**src/hw/nhc_pkg.sv**
```systemverilog
// Package for the NAND host pin controller: timing counts, address layout, opcodes.
// Assumes a 100 MHz system clock; all pin timing is counted in whole cycles.
package nhc_pkg;
  // ==========================================================================
  // Timing
  localparam int NHC_CLK_NS = 10;
  localparam int NHC_STROBE_LOW_NS = 30;
  localparam int NHC_STROBE_HIGH_NS = 20;
  localparam int NHC_STROBE_LOW_CYC = (NHC_STROBE_LOW_NS + NHC_CLK_NS - 1) / NHC_CLK_NS;
  localparam int NHC_STROBE_HIGH_CYC = (NHC_STROBE_HIGH_NS + NHC_CLK_NS - 1) / NHC_CLK_NS;
  localparam int NHC_CNT_W = 4;
  // ==========================================================================
  // Address layout
  localparam int NHC_COL_W = 12;
  localparam int NHC_ROW_W = 19;
  localparam int NHC_PAGE_LSB = 0;
  localparam int NHC_PAGE_W = 6;
  localparam int NHC_PLANE_BIT = 6;
  localparam int NHC_DIE_BIT = 18;
  localparam int NHC_ADDR_CYC_FULL = 5;
  localparam int NHC_ADDR_CYC_ROW = 3;
  localparam logic [3:0] NHC_COL_HI_MASK = 4'hF;
  localparam logic [2:0] NHC_ROW_TOP_MASK = 3'h7;
  // ==========================================================================
  // Operations requested by the user side
  typedef enum logic [2:0] {
    NHC_OP_CMD,
    NHC_OP_ADDR_FULL,
    NHC_OP_ADDR_ROW,
    NHC_OP_WRITE,
    NHC_OP_READ
  } nhc_op_t;
endpackage

```
**src/hw/nhc_pin_if.sv**
```systemverilog
// Interface carrying the NAND pin group between the sequencer and the pin driver.
// Assumes one clock domain; tri-state resolution is done outside the design.
`timescale 1ns/10ps
interface nhc_pin_if;
  logic cle;
  logic ale;
  logic ce_n;
  logic we_n;
  logic out_strobe_n;
  logic [7:0] dq_out;
  logic dq_oe;
  modport seq (output cle, ale, ce_n, we_n, out_strobe_n, dq_out, dq_oe);
  modport pins (input cle, ale, ce_n, we_n, out_strobe_n, dq_out, dq_oe);
endinterface

```
**src/hw/nhc_host.sv**
```systemverilog
// NAND host pin controller: turns user requests into strobed pin cycles.
// Assumes a NAND device wired to the o_ pins; i_dq and i_ready_busy are synchronous.
// Overview of operation
// Host drives bus only on writes.
// Command byte strobed with command select high.
// Address byte strobed with address select high.
// Data bytes strobed with both selects low.
// Busy device ignores chip select high.
// Output strobe falling edge fetches next byte.
// Write protect low blocks program, erase.
// Ready/busy low while operation runs.
// Ready/busy is open drain, always valid.
// Two column cycles, upper nibble A8-A11.
// Three row cycles: page, plane, block.
// Unused address bits driven low.
// Extra address bytes ignored by device.
// A30 selects die, low if single.
// Input strobe pulsed low under chip select.
// Full address five cycles, erase three.
// Never both selects; low for data.
`timescale 1ns/10ps
module nhc_host
  import nhc_pkg::*;
#(
  parameter bit DUAL_DIE = 1'b0
)
(
  input wire logic i_mclk,
  input wire logic i_rst,
  input wire logic i_req_valid,
  input wire nhc_pkg::nhc_op_t i_req_op,
  input wire logic [7:0] i_req_byte,
  input wire logic [11:0] i_req_col,
  input wire logic [18:0] i_req_row,
  input wire logic i_write_enable,
  input wire logic [7:0] i_dq,
  input wire logic i_ready_busy,
  output logic o_req_ready,
  output logic o_rd_valid,
  output logic [7:0] o_rd_data,
  output logic o_device_ready,
  output logic o_cle,
  output logic o_ale,
  output logic o_ce_n,
  output logic o_we_n,
  output logic o_output_strobe_n,
  output logic o_write_protect_n,
  output logic [7:0] o_dq,
  output logic o_dq_oe
);
  import nhc_pkg::*;

  typedef enum logic [2:0] {NHC_IDLE, NHC_LOW, NHC_HIGH, NHC_RLOW, NHC_RHIGH} nhc_state_t;

  // ==========================================================================
  // Address byte selection by cycle number
  function automatic logic [7:0] addr_byte(input logic [11:0] col, input logic [18:0] row,
                                          input logic [2:0] idx);
    logic [7:0] b;
    b = 8'h00;
    unique case (idx)
      3'h0: b = col[7:0];
      3'h1: b = {4'h0, col[11:8] & NHC_COL_HI_MASK};
      3'h2: b = row[7:0];
      3'h3: b = row[15:8];
      3'h4: b = {5'h00, row[18:16] & NHC_ROW_TOP_MASK};
      default: b = 8'h00;
    endcase
    return b;
  endfunction

  nhc_pin_if pin_bus ();
  nhc_state_t st_q, st_d;
  nhc_op_t op_q, op_d;
  logic [NHC_CNT_W-1:0] cnt_q, cnt_d;
  logic [2:0] idx_q, idx_d;
  logic [2:0] last_q, last_d;
  logic [7:0] byte_q, byte_d;
  logic [11:0] col_q, col_d;
  logic [18:0] row_q, row_d;
  logic rd_valid_q, rd_valid_d;
  logic [7:0] rd_data_q, rd_data_d;
  logic [7:0] bus_byte;

  assign o_req_ready = (st_q == NHC_IDLE);
  assign o_rd_valid = rd_valid_q;
  assign o_rd_data = rd_data_q;
  assign o_device_ready = i_ready_busy;
  assign o_write_protect_n = i_write_enable;

  // ==========================================================================
  // Byte on the bus: address ops index into the layout, else the held byte
  always_comb
  begin
    if (op_q == NHC_OP_ADDR_FULL)
      bus_byte = addr_byte(col_q, row_q, idx_q);
    else if (op_q == NHC_OP_ADDR_ROW)
      bus_byte = addr_byte(col_q, row_q, idx_q + 3'h2);
    else
      bus_byte = byte_q;
  end

  // ==========================================================================
  // Sequencer next state; the pin levels follow the state one cycle later
  always_comb
  begin
    st_d = st_q;
    op_d = op_q;
    cnt_d = cnt_q;
    idx_d = idx_q;
    last_d = last_q;
    byte_d = byte_q;
    col_d = col_q;
    row_d = row_q;
    rd_valid_d = 1'b0;
    rd_data_d = rd_data_q;
    unique case (st_q)
      NHC_IDLE:
      begin
        if (i_req_valid)
        begin
          op_d = i_req_op;
          byte_d = i_req_byte;
          col_d = i_req_col;
          row_d = DUAL_DIE ? i_req_row : (i_req_row & ~(19'h00001 << NHC_DIE_BIT));
          idx_d = 3'h0;
          last_d = (i_req_op == NHC_OP_ADDR_FULL) ? 3'(NHC_ADDR_CYC_FULL - 1) :
                   (i_req_op == NHC_OP_ADDR_ROW) ? 3'(NHC_ADDR_CYC_ROW - 1) : 3'h0;
          cnt_d = NHC_CNT_W'(NHC_STROBE_LOW_CYC - 1);
          st_d = (i_req_op == NHC_OP_READ) ? NHC_RLOW : NHC_LOW;
        end
      end
      NHC_LOW:
      begin
        cnt_d = cnt_q - 1'b1;
        if (cnt_q == '0)
        begin
          cnt_d = NHC_CNT_W'(NHC_STROBE_HIGH_CYC - 1);
          st_d = NHC_HIGH;
        end
      end
      NHC_HIGH:
      begin
        cnt_d = cnt_q - 1'b1;
        if (cnt_q == '0)
        begin
          if (idx_q == last_q)
            st_d = NHC_IDLE;
          else
          begin
            idx_d = idx_q + 3'h1;
            cnt_d = NHC_CNT_W'(NHC_STROBE_LOW_CYC - 1);
            st_d = NHC_LOW;
          end
        end
      end
      NHC_RLOW:
      begin
        cnt_d = cnt_q - 1'b1;
        if (cnt_q == '0)
        begin
          rd_data_d = i_dq;
          rd_valid_d = 1'b1;
          cnt_d = NHC_CNT_W'(NHC_STROBE_HIGH_CYC - 1);
          st_d = NHC_RHIGH;
        end
      end
      NHC_RHIGH:
      begin
        cnt_d = cnt_q - 1'b1;
        if (cnt_q == '0)
          st_d = NHC_IDLE;
      end
      default: st_d = NHC_IDLE;
    endcase
  end

  always_ff @(posedge i_mclk or posedge i_rst)
  begin
    if (i_rst)
    begin
      st_q <= NHC_IDLE;
      op_q <= NHC_OP_CMD;
      cnt_q <= '0;
      idx_q <= 3'h0;
      last_q <= 3'h0;
      byte_q <= 8'h00;
      col_q <= 12'h000;
      row_q <= 19'h00000;
      rd_valid_q <= 1'b0;
      rd_data_q <= 8'h00;
    end
    else
    begin
      st_q <= st_d;
      op_q <= op_d;
      cnt_q <= cnt_d;
      idx_q <= idx_d;
      last_q <= last_d;
      byte_q <= byte_d;
      col_q <= col_d;
      row_q <= row_d;
      rd_valid_q <= rd_valid_d;
      rd_data_q <= rd_data_d;
    end
  end

  // ==========================================================================
  // Pin levels; selects held through both strobe phases so they straddle the rising edge
  logic wr_phase;
  assign wr_phase = (st_q == NHC_LOW) || (st_q == NHC_HIGH);
  assign pin_bus.ce_n = (st_q == NHC_IDLE);
  assign pin_bus.cle = wr_phase && (op_q == NHC_OP_CMD);
  assign pin_bus.ale = wr_phase && ((op_q == NHC_OP_ADDR_FULL) || (op_q == NHC_OP_ADDR_ROW));
  assign pin_bus.we_n = (st_q != NHC_LOW);
  assign pin_bus.out_strobe_n = (st_q != NHC_RLOW);
  assign pin_bus.dq_oe = wr_phase;
  assign pin_bus.dq_out = wr_phase ? bus_byte : 8'h00;

  nhc_pin_drv u_pin_drv (
    .i_mclk(i_mclk),
    .i_rst(i_rst),
    .pin(pin_bus),
    .o_cle(o_cle),
    .o_ale(o_ale),
    .o_ce_n(o_ce_n),
    .o_we_n(o_we_n),
    .o_output_strobe_n(o_output_strobe_n),
    .o_dq(o_dq),
    .o_dq_oe(o_dq_oe)
  );
endmodule // nhc_host

```
**src/hw/nhc_pin_drv.sv**
```systemverilog
// Pin register stage: drives every NAND pin except write protect from a flip-flop.
// Assumes the sequencer computes pin levels one cycle ahead.
`timescale 1ns/10ps
module nhc_pin_drv
(
  input wire logic i_mclk,
  input wire logic i_rst,
  nhc_pin_if.pins pin,
  output logic o_cle,
  output logic o_ale,
  output logic o_ce_n,
  output logic o_we_n,
  output logic o_output_strobe_n,
  output logic [7:0] o_dq,
  output logic o_dq_oe
);
  // ==========================================================================
  // Registered pins, idle deselected with strobes high
  always_ff @(posedge i_mclk or posedge i_rst)
  begin
    if (i_rst)
    begin
      o_cle <= 1'b0;
      o_ale <= 1'b0;
      o_ce_n <= 1'b1;
      o_we_n <= 1'b1;
      o_output_strobe_n <= 1'b1;
      o_dq <= 8'h00;
      o_dq_oe <= 1'b0;
    end
    else
    begin
      o_cle <= pin.cle;
      o_ale <= pin.ale;
      o_ce_n <= pin.ce_n;
      o_we_n <= pin.we_n;
      o_output_strobe_n <= pin.out_strobe_n;
      o_dq <= pin.dq_out;
      o_dq_oe <= pin.dq_oe;
    end
  end
endmodule // nhc_pin_drv

```
**config.mk**
```make
export PLATFORM = sky130hd
export DESIGN_NAME = nhc_host
export DESIGN_NICKNAME = d
export VERILOG_FILES = /design/src/hw/nhc_pkg.sv /design/src/hw/nhc_pin_if.sv /design/src/hw/nhc_host.sv /design/src/hw/nhc_pin_drv.sv
export SDC_FILE = /design/constraint.sdc
export NUM_CORES = 1
export LEC_CHECK = 0
export BUFFER_PORTS_ARGS = -buffer_cell sky130_fd_sc_hd__buf_4
export CORE_ASPECT_RATIO = 1.25
export CORE_MARGIN = 2
export CORE_UTILIZATION = 55
export DETAILED_ROUTE_END_ITERATION = 16
export GPL_ROUTABILITY_DRIVEN = 0
export PLACE_DENSITY = 0.82
export RECOVER_POWER = 100
export SLEW_MARGIN = 20
export SYNTH_ARGS = -nofsm -noshare
export SYNTH_HDL_FRONTEND = slang
export SYNTH_SLANG_ARGS = --single-unit
export TNS_END_PERCENT = 30
```
**constraint.sdc**
```tcl
create_clock -name i_mclk -period 4.8 [get_ports i_mclk]
set_clock_uncertainty 0.2 [all_clocks]
set_input_delay 0.48 -clock i_mclk [delete_from_list [all_inputs] [get_ports i_mclk]]
set_output_delay 0.48 -clock i_mclk [all_outputs]
set_load 0.05 [all_outputs]
```
==> results.py <==
metrics = {
    "run_status": {
        "status": "finished, violations left",
        "violations": "max-capacitance violations, max-slew violations",
    },
    "route": {
        "dr.pass1.iters": 5,
        "wl_per_cell_um": 16.9,
        "num_vias": 2783,
        "drc_errors": 0,
        "drtIter0Drc": 212,
        "ant_nets": 0,
        "routed_wl_um": 7930,
        "viasPerCell": 5.95,
    },
    "critical_path": {
        "slowest_delay_ns": 1.49,
        "cp_cell_sequence": "nor3b_1, nand3_1, and3_1",
        "critical_path_class": "flip-flop to flip-flop",
        "crit_family": "simple AND/OR/NAND/NOR gates",
        "arrival_ns": 2.76,
        "path_buf_inv": 0,
        "worstReg2RegStart": "op_q[2]",
        "critical_path_required_ns": 4.85,
        "cp_max_fo": 17,
        "cp_slowest_cell": "nor3b_1",
        "regToRegSetupSlack_ns": 2.09,
        "start_kind": "flip-flop",
        "cp-end-kind": "flip-flop",
        "critPathLaunch": "op_q[2]",
    },
    "synth": {
        "ys_async_sr_fraction": 1.00,
        "syn-num-nets": 369,
        "synth_cells": 307,
        "netlist_area_sq_um": 3720,
        "yosys.area.top_type": "dfrtp_1",
        "synthFlopType": "dfrtp_1",
        "ys_warn_count": 0,
        "synth_edf_count": 0,
        "syn_area_per_cell_sq_um": 12.1,
        "synth_cell_types": 57,
        "synth_area_leaders": "dfrtp_1 49%, mux2_2 15%, a222oi_1 2.7%, ha_1 2.4%, dfstp_2 2.1%",
        "synth_seq_cells": 76,
        "synth_top_area_share": 0.491,
        "seq_area_frac_synth": 0.513,
    },
    "die": {
        "core_area_sq_um": 6570,
        "start_util": 0.566,
        "dieArea_sq_um": 7440,
        "chipHeight_um": 95.9,
        "die_w_um": 77.5,
        "ios": 81,
        "rows": 33,
    },
    "cts": {
        "cts_made_buffers": 9,
        "cts-resized-gates": 0,
        "cts_sinks": 76,
        "cts_buffer_depth": 2,
        "cts-root-buf": "clkbuf_8",
        "cts_tree": "built",
        "cts_setup_buffers": 0,
        "clock_latency_ns": 0.36,
        "holdBufCountCts": 0,
        "clk_pin_slew_ns": 0.08,
        "htreeDepth": 3,
    },
    "place": {
        "port_buffers": 75,
        "dp_cells": 452,
        "hpwl_um": 5300,
        "place_area_sq_um": 4300,
    },
    "global_routing": {
        "antenna_found_initial": 0,
        "grt_pass1_wl_um": 13300,
        "grt_use_total": 0.230,
        "grt_pass1_vias": 2804,
        "grt_max_degree": 47,
        "grt_overflow_total": 0,
    },
    "timing": {
        "finalCriticalPeriod_ns": 2.71,
        "hold_viol_final": 0,
        "fmax_mhz": 370,
        "timing.slew.headroom": -0.262,
        "setup_viol": 0,
        "worstMarginPinSlew_ns": 1.89,
        "fin_setup_tns_ns": 0,
        "hold_ws_ns": 0.148,
        "rsz0062_at_grt": "no",
        "fin_crit_sh": 0.564,
        "slew_viol_final": 64,
    },
    "pwr": {
        "seqPwrFrac": 0.369,
        "p_leak_nw": 1.91,
        "intPower_mw": 1.92,
        "p_clk_frac": 0.177,
        "pwr-share-comb": 0.454,
        "p_sw_frac": 0.421,
        "p_switching_mw": 1.39,
        "powerDensity_nw_per_um2": 753,
        "peakVddDrop_v": 0.000344,
    },
    "final_layout": {
        "fin_util": 0.670,
        "drive_gt1_frac": 0.336,
        "stdcell_area_sq_um": 4400,
        "fin_nets": 438,
        "fillerInstances": 518,
        "syn2layout_area_growth_pct": 18.3,
        "fin_cells": 468,
        "num_antenna_cells": 0,
    },
    "flow_run": {
        "maxCapViolCount": 2,
    },
    "hold_path": {
        "hold_class": "primary input to flip-flop",
        "worstHoldStart": "i_req_row[5]",
    },
}
[state kept, by name, summed over array words and instances (netlist names)]
signal                       count
row_q                           18
u_pin_drv.o_output_strobe_n      1
cnt_q                            4
st_q                             3
u_pin_drv.o_dq                   8
u_pin_drv.o_ce_n                 1
last_q                           2
u_pin_drv.o_cle                  1
u_pin_drv.o_ale                  1
o_rd_valid                       1
byte_q                           8
u_pin_drv.o_dq_oe                1
op_q                             3
col_q                           12
o_rd_data                        8
idx_q                            3
u_pin_drv.o_we_n                 1
[worst register-to-register path: cells and delay by family, from the launching register on]
| kind | cells | cell delay [ns] |
|---|---|---|
| flops | 1 | 0.42 |
| simple gates | 3 | 1.99 |
[cell families (layout without fill, tap and decap cells)]
kind of cell               count (synthesis)  in the layout  synth area share
AOI/OAI and AO/OA                         67             67             0.135
muxes                                     53             53             0.161
DFF                                       76             76             0.513
and+or+nand+nor                           70             70             0.119
xor gates and xnor gates                   4              4           0.00943
buffers and inverters                     30            104            0.0397
adders and majority gates                  7              7            0.0236
[per-stage QoR]
stage                     total power, mW  setup WS, ns
after CTS                            3.43          2.38
final                                3.31          2.09
after global placement               2.77          2.49
after global routing                 3.52          1.83
after detailed placement             2.83          2.41
after floorplan                      2.44          2.19
[final timing paths]
path | endpoint | depth (start not counted)
max | u_pin_drv.o_dq[7] | 3
min | row_q[5] | 2
max reg2reg | u_pin_drv.o_dq[7] | 3
min reg2reg | o_rd_data[0] | 1
max in group asynchronous | u_pin_drv.o_dq[2] | 3
min in group asynchronous | o_rd_data[4] | 2
[cell usage after synthesis, drive strengths merged, types with 3 or more instances]
cell type  instances
a21oi             11
a221oi             5
a222oi            10
a22oi              4
and3               8
buf               12
clkbuf             7
dfrtp             73
dfstp              3
ha                 7
inv               11
mux2              51
nand2             12
nand2b            10
nand3              8
nor2               9
nor3               5
nor3b              5
o211ai             3
o21ai             15
or3b               3
xnor2              3
[cells in the final DEF (no fill, tap or decap), types with 2 or more instances in the layout]
cell       instances
mux2i_1            2
and3_1             8
clkbuf_1          25
nand2_1           12
nand2b_1          10
ha_1               7
o2bb2ai_1          2
nand3_2            2
nand3b_1           2
or3b_1             2
a21oi_1           11
mux2_2            50
dfstp_2            3
o2111ai_1          2
dfrtp_1           73
a221oi_1           5
nor2b_1            2
a31oi_1            2
a222oi_1          10
nor3b_1            5
a22o_1             2
nor3_1             4
o21ai_0           15
o311ai_0           2
nand3_1            6
bufinv_16          3
a22oi_1            4
inv_1             11
or2_2              2
clkbuf_8           9
xnor2_1            3
buf_4             52
nor2_1             9
o211ai_1           3
[cell type report]
| class | count | area (sq um) | share of cell area |
|---|---|---|---|
| Sequential cell | 76 | 1910 | 0.433 |
| Multi-Input combinational cell | 201 | 1610 | 0.367 |
| Timing Repair Buffer | 77 | 488 | 0.111 |
| Clock buffer | 10 | 128 | 0.0290 |
| Clock inverter | 6 | 111 | 0.0253 |
| Tap cell | 87 | 109 | 0.0248 |
| Inverter | 11 | 41.3 | 0.00939 |
[metal layers]
metal | global-route usage | vias up | part of all wire
met5 | 0 | - | 0
met1 | 0.275 | 1370 | 0.40
met2 | 0.403 | 122 | 0.51
li1 | - | 1276 | -
met4 | 0.103 | 0 | 0.024
met3 | 0.0488 | 15 | 0.061
[power groups by stage]
| stage | Combinational (mW) | Sequential (mW) | Clock (mW) |
|---|---|---|---|
| floorplan | 1.03 | 1.41 | 0 |
| finish | 1.50 | 1.22 | 0.585 |
| detailed placement | 1.60 | 1.23 | 0 |
| global route | 1.64 | 1.27 | 0.618 |
| global placement | 1.55 | 1.22 | 0 |
| CTS | 1.61 | 1.22 | 0.592 |
Note: power is estimated with default switching activity, not from simulation.
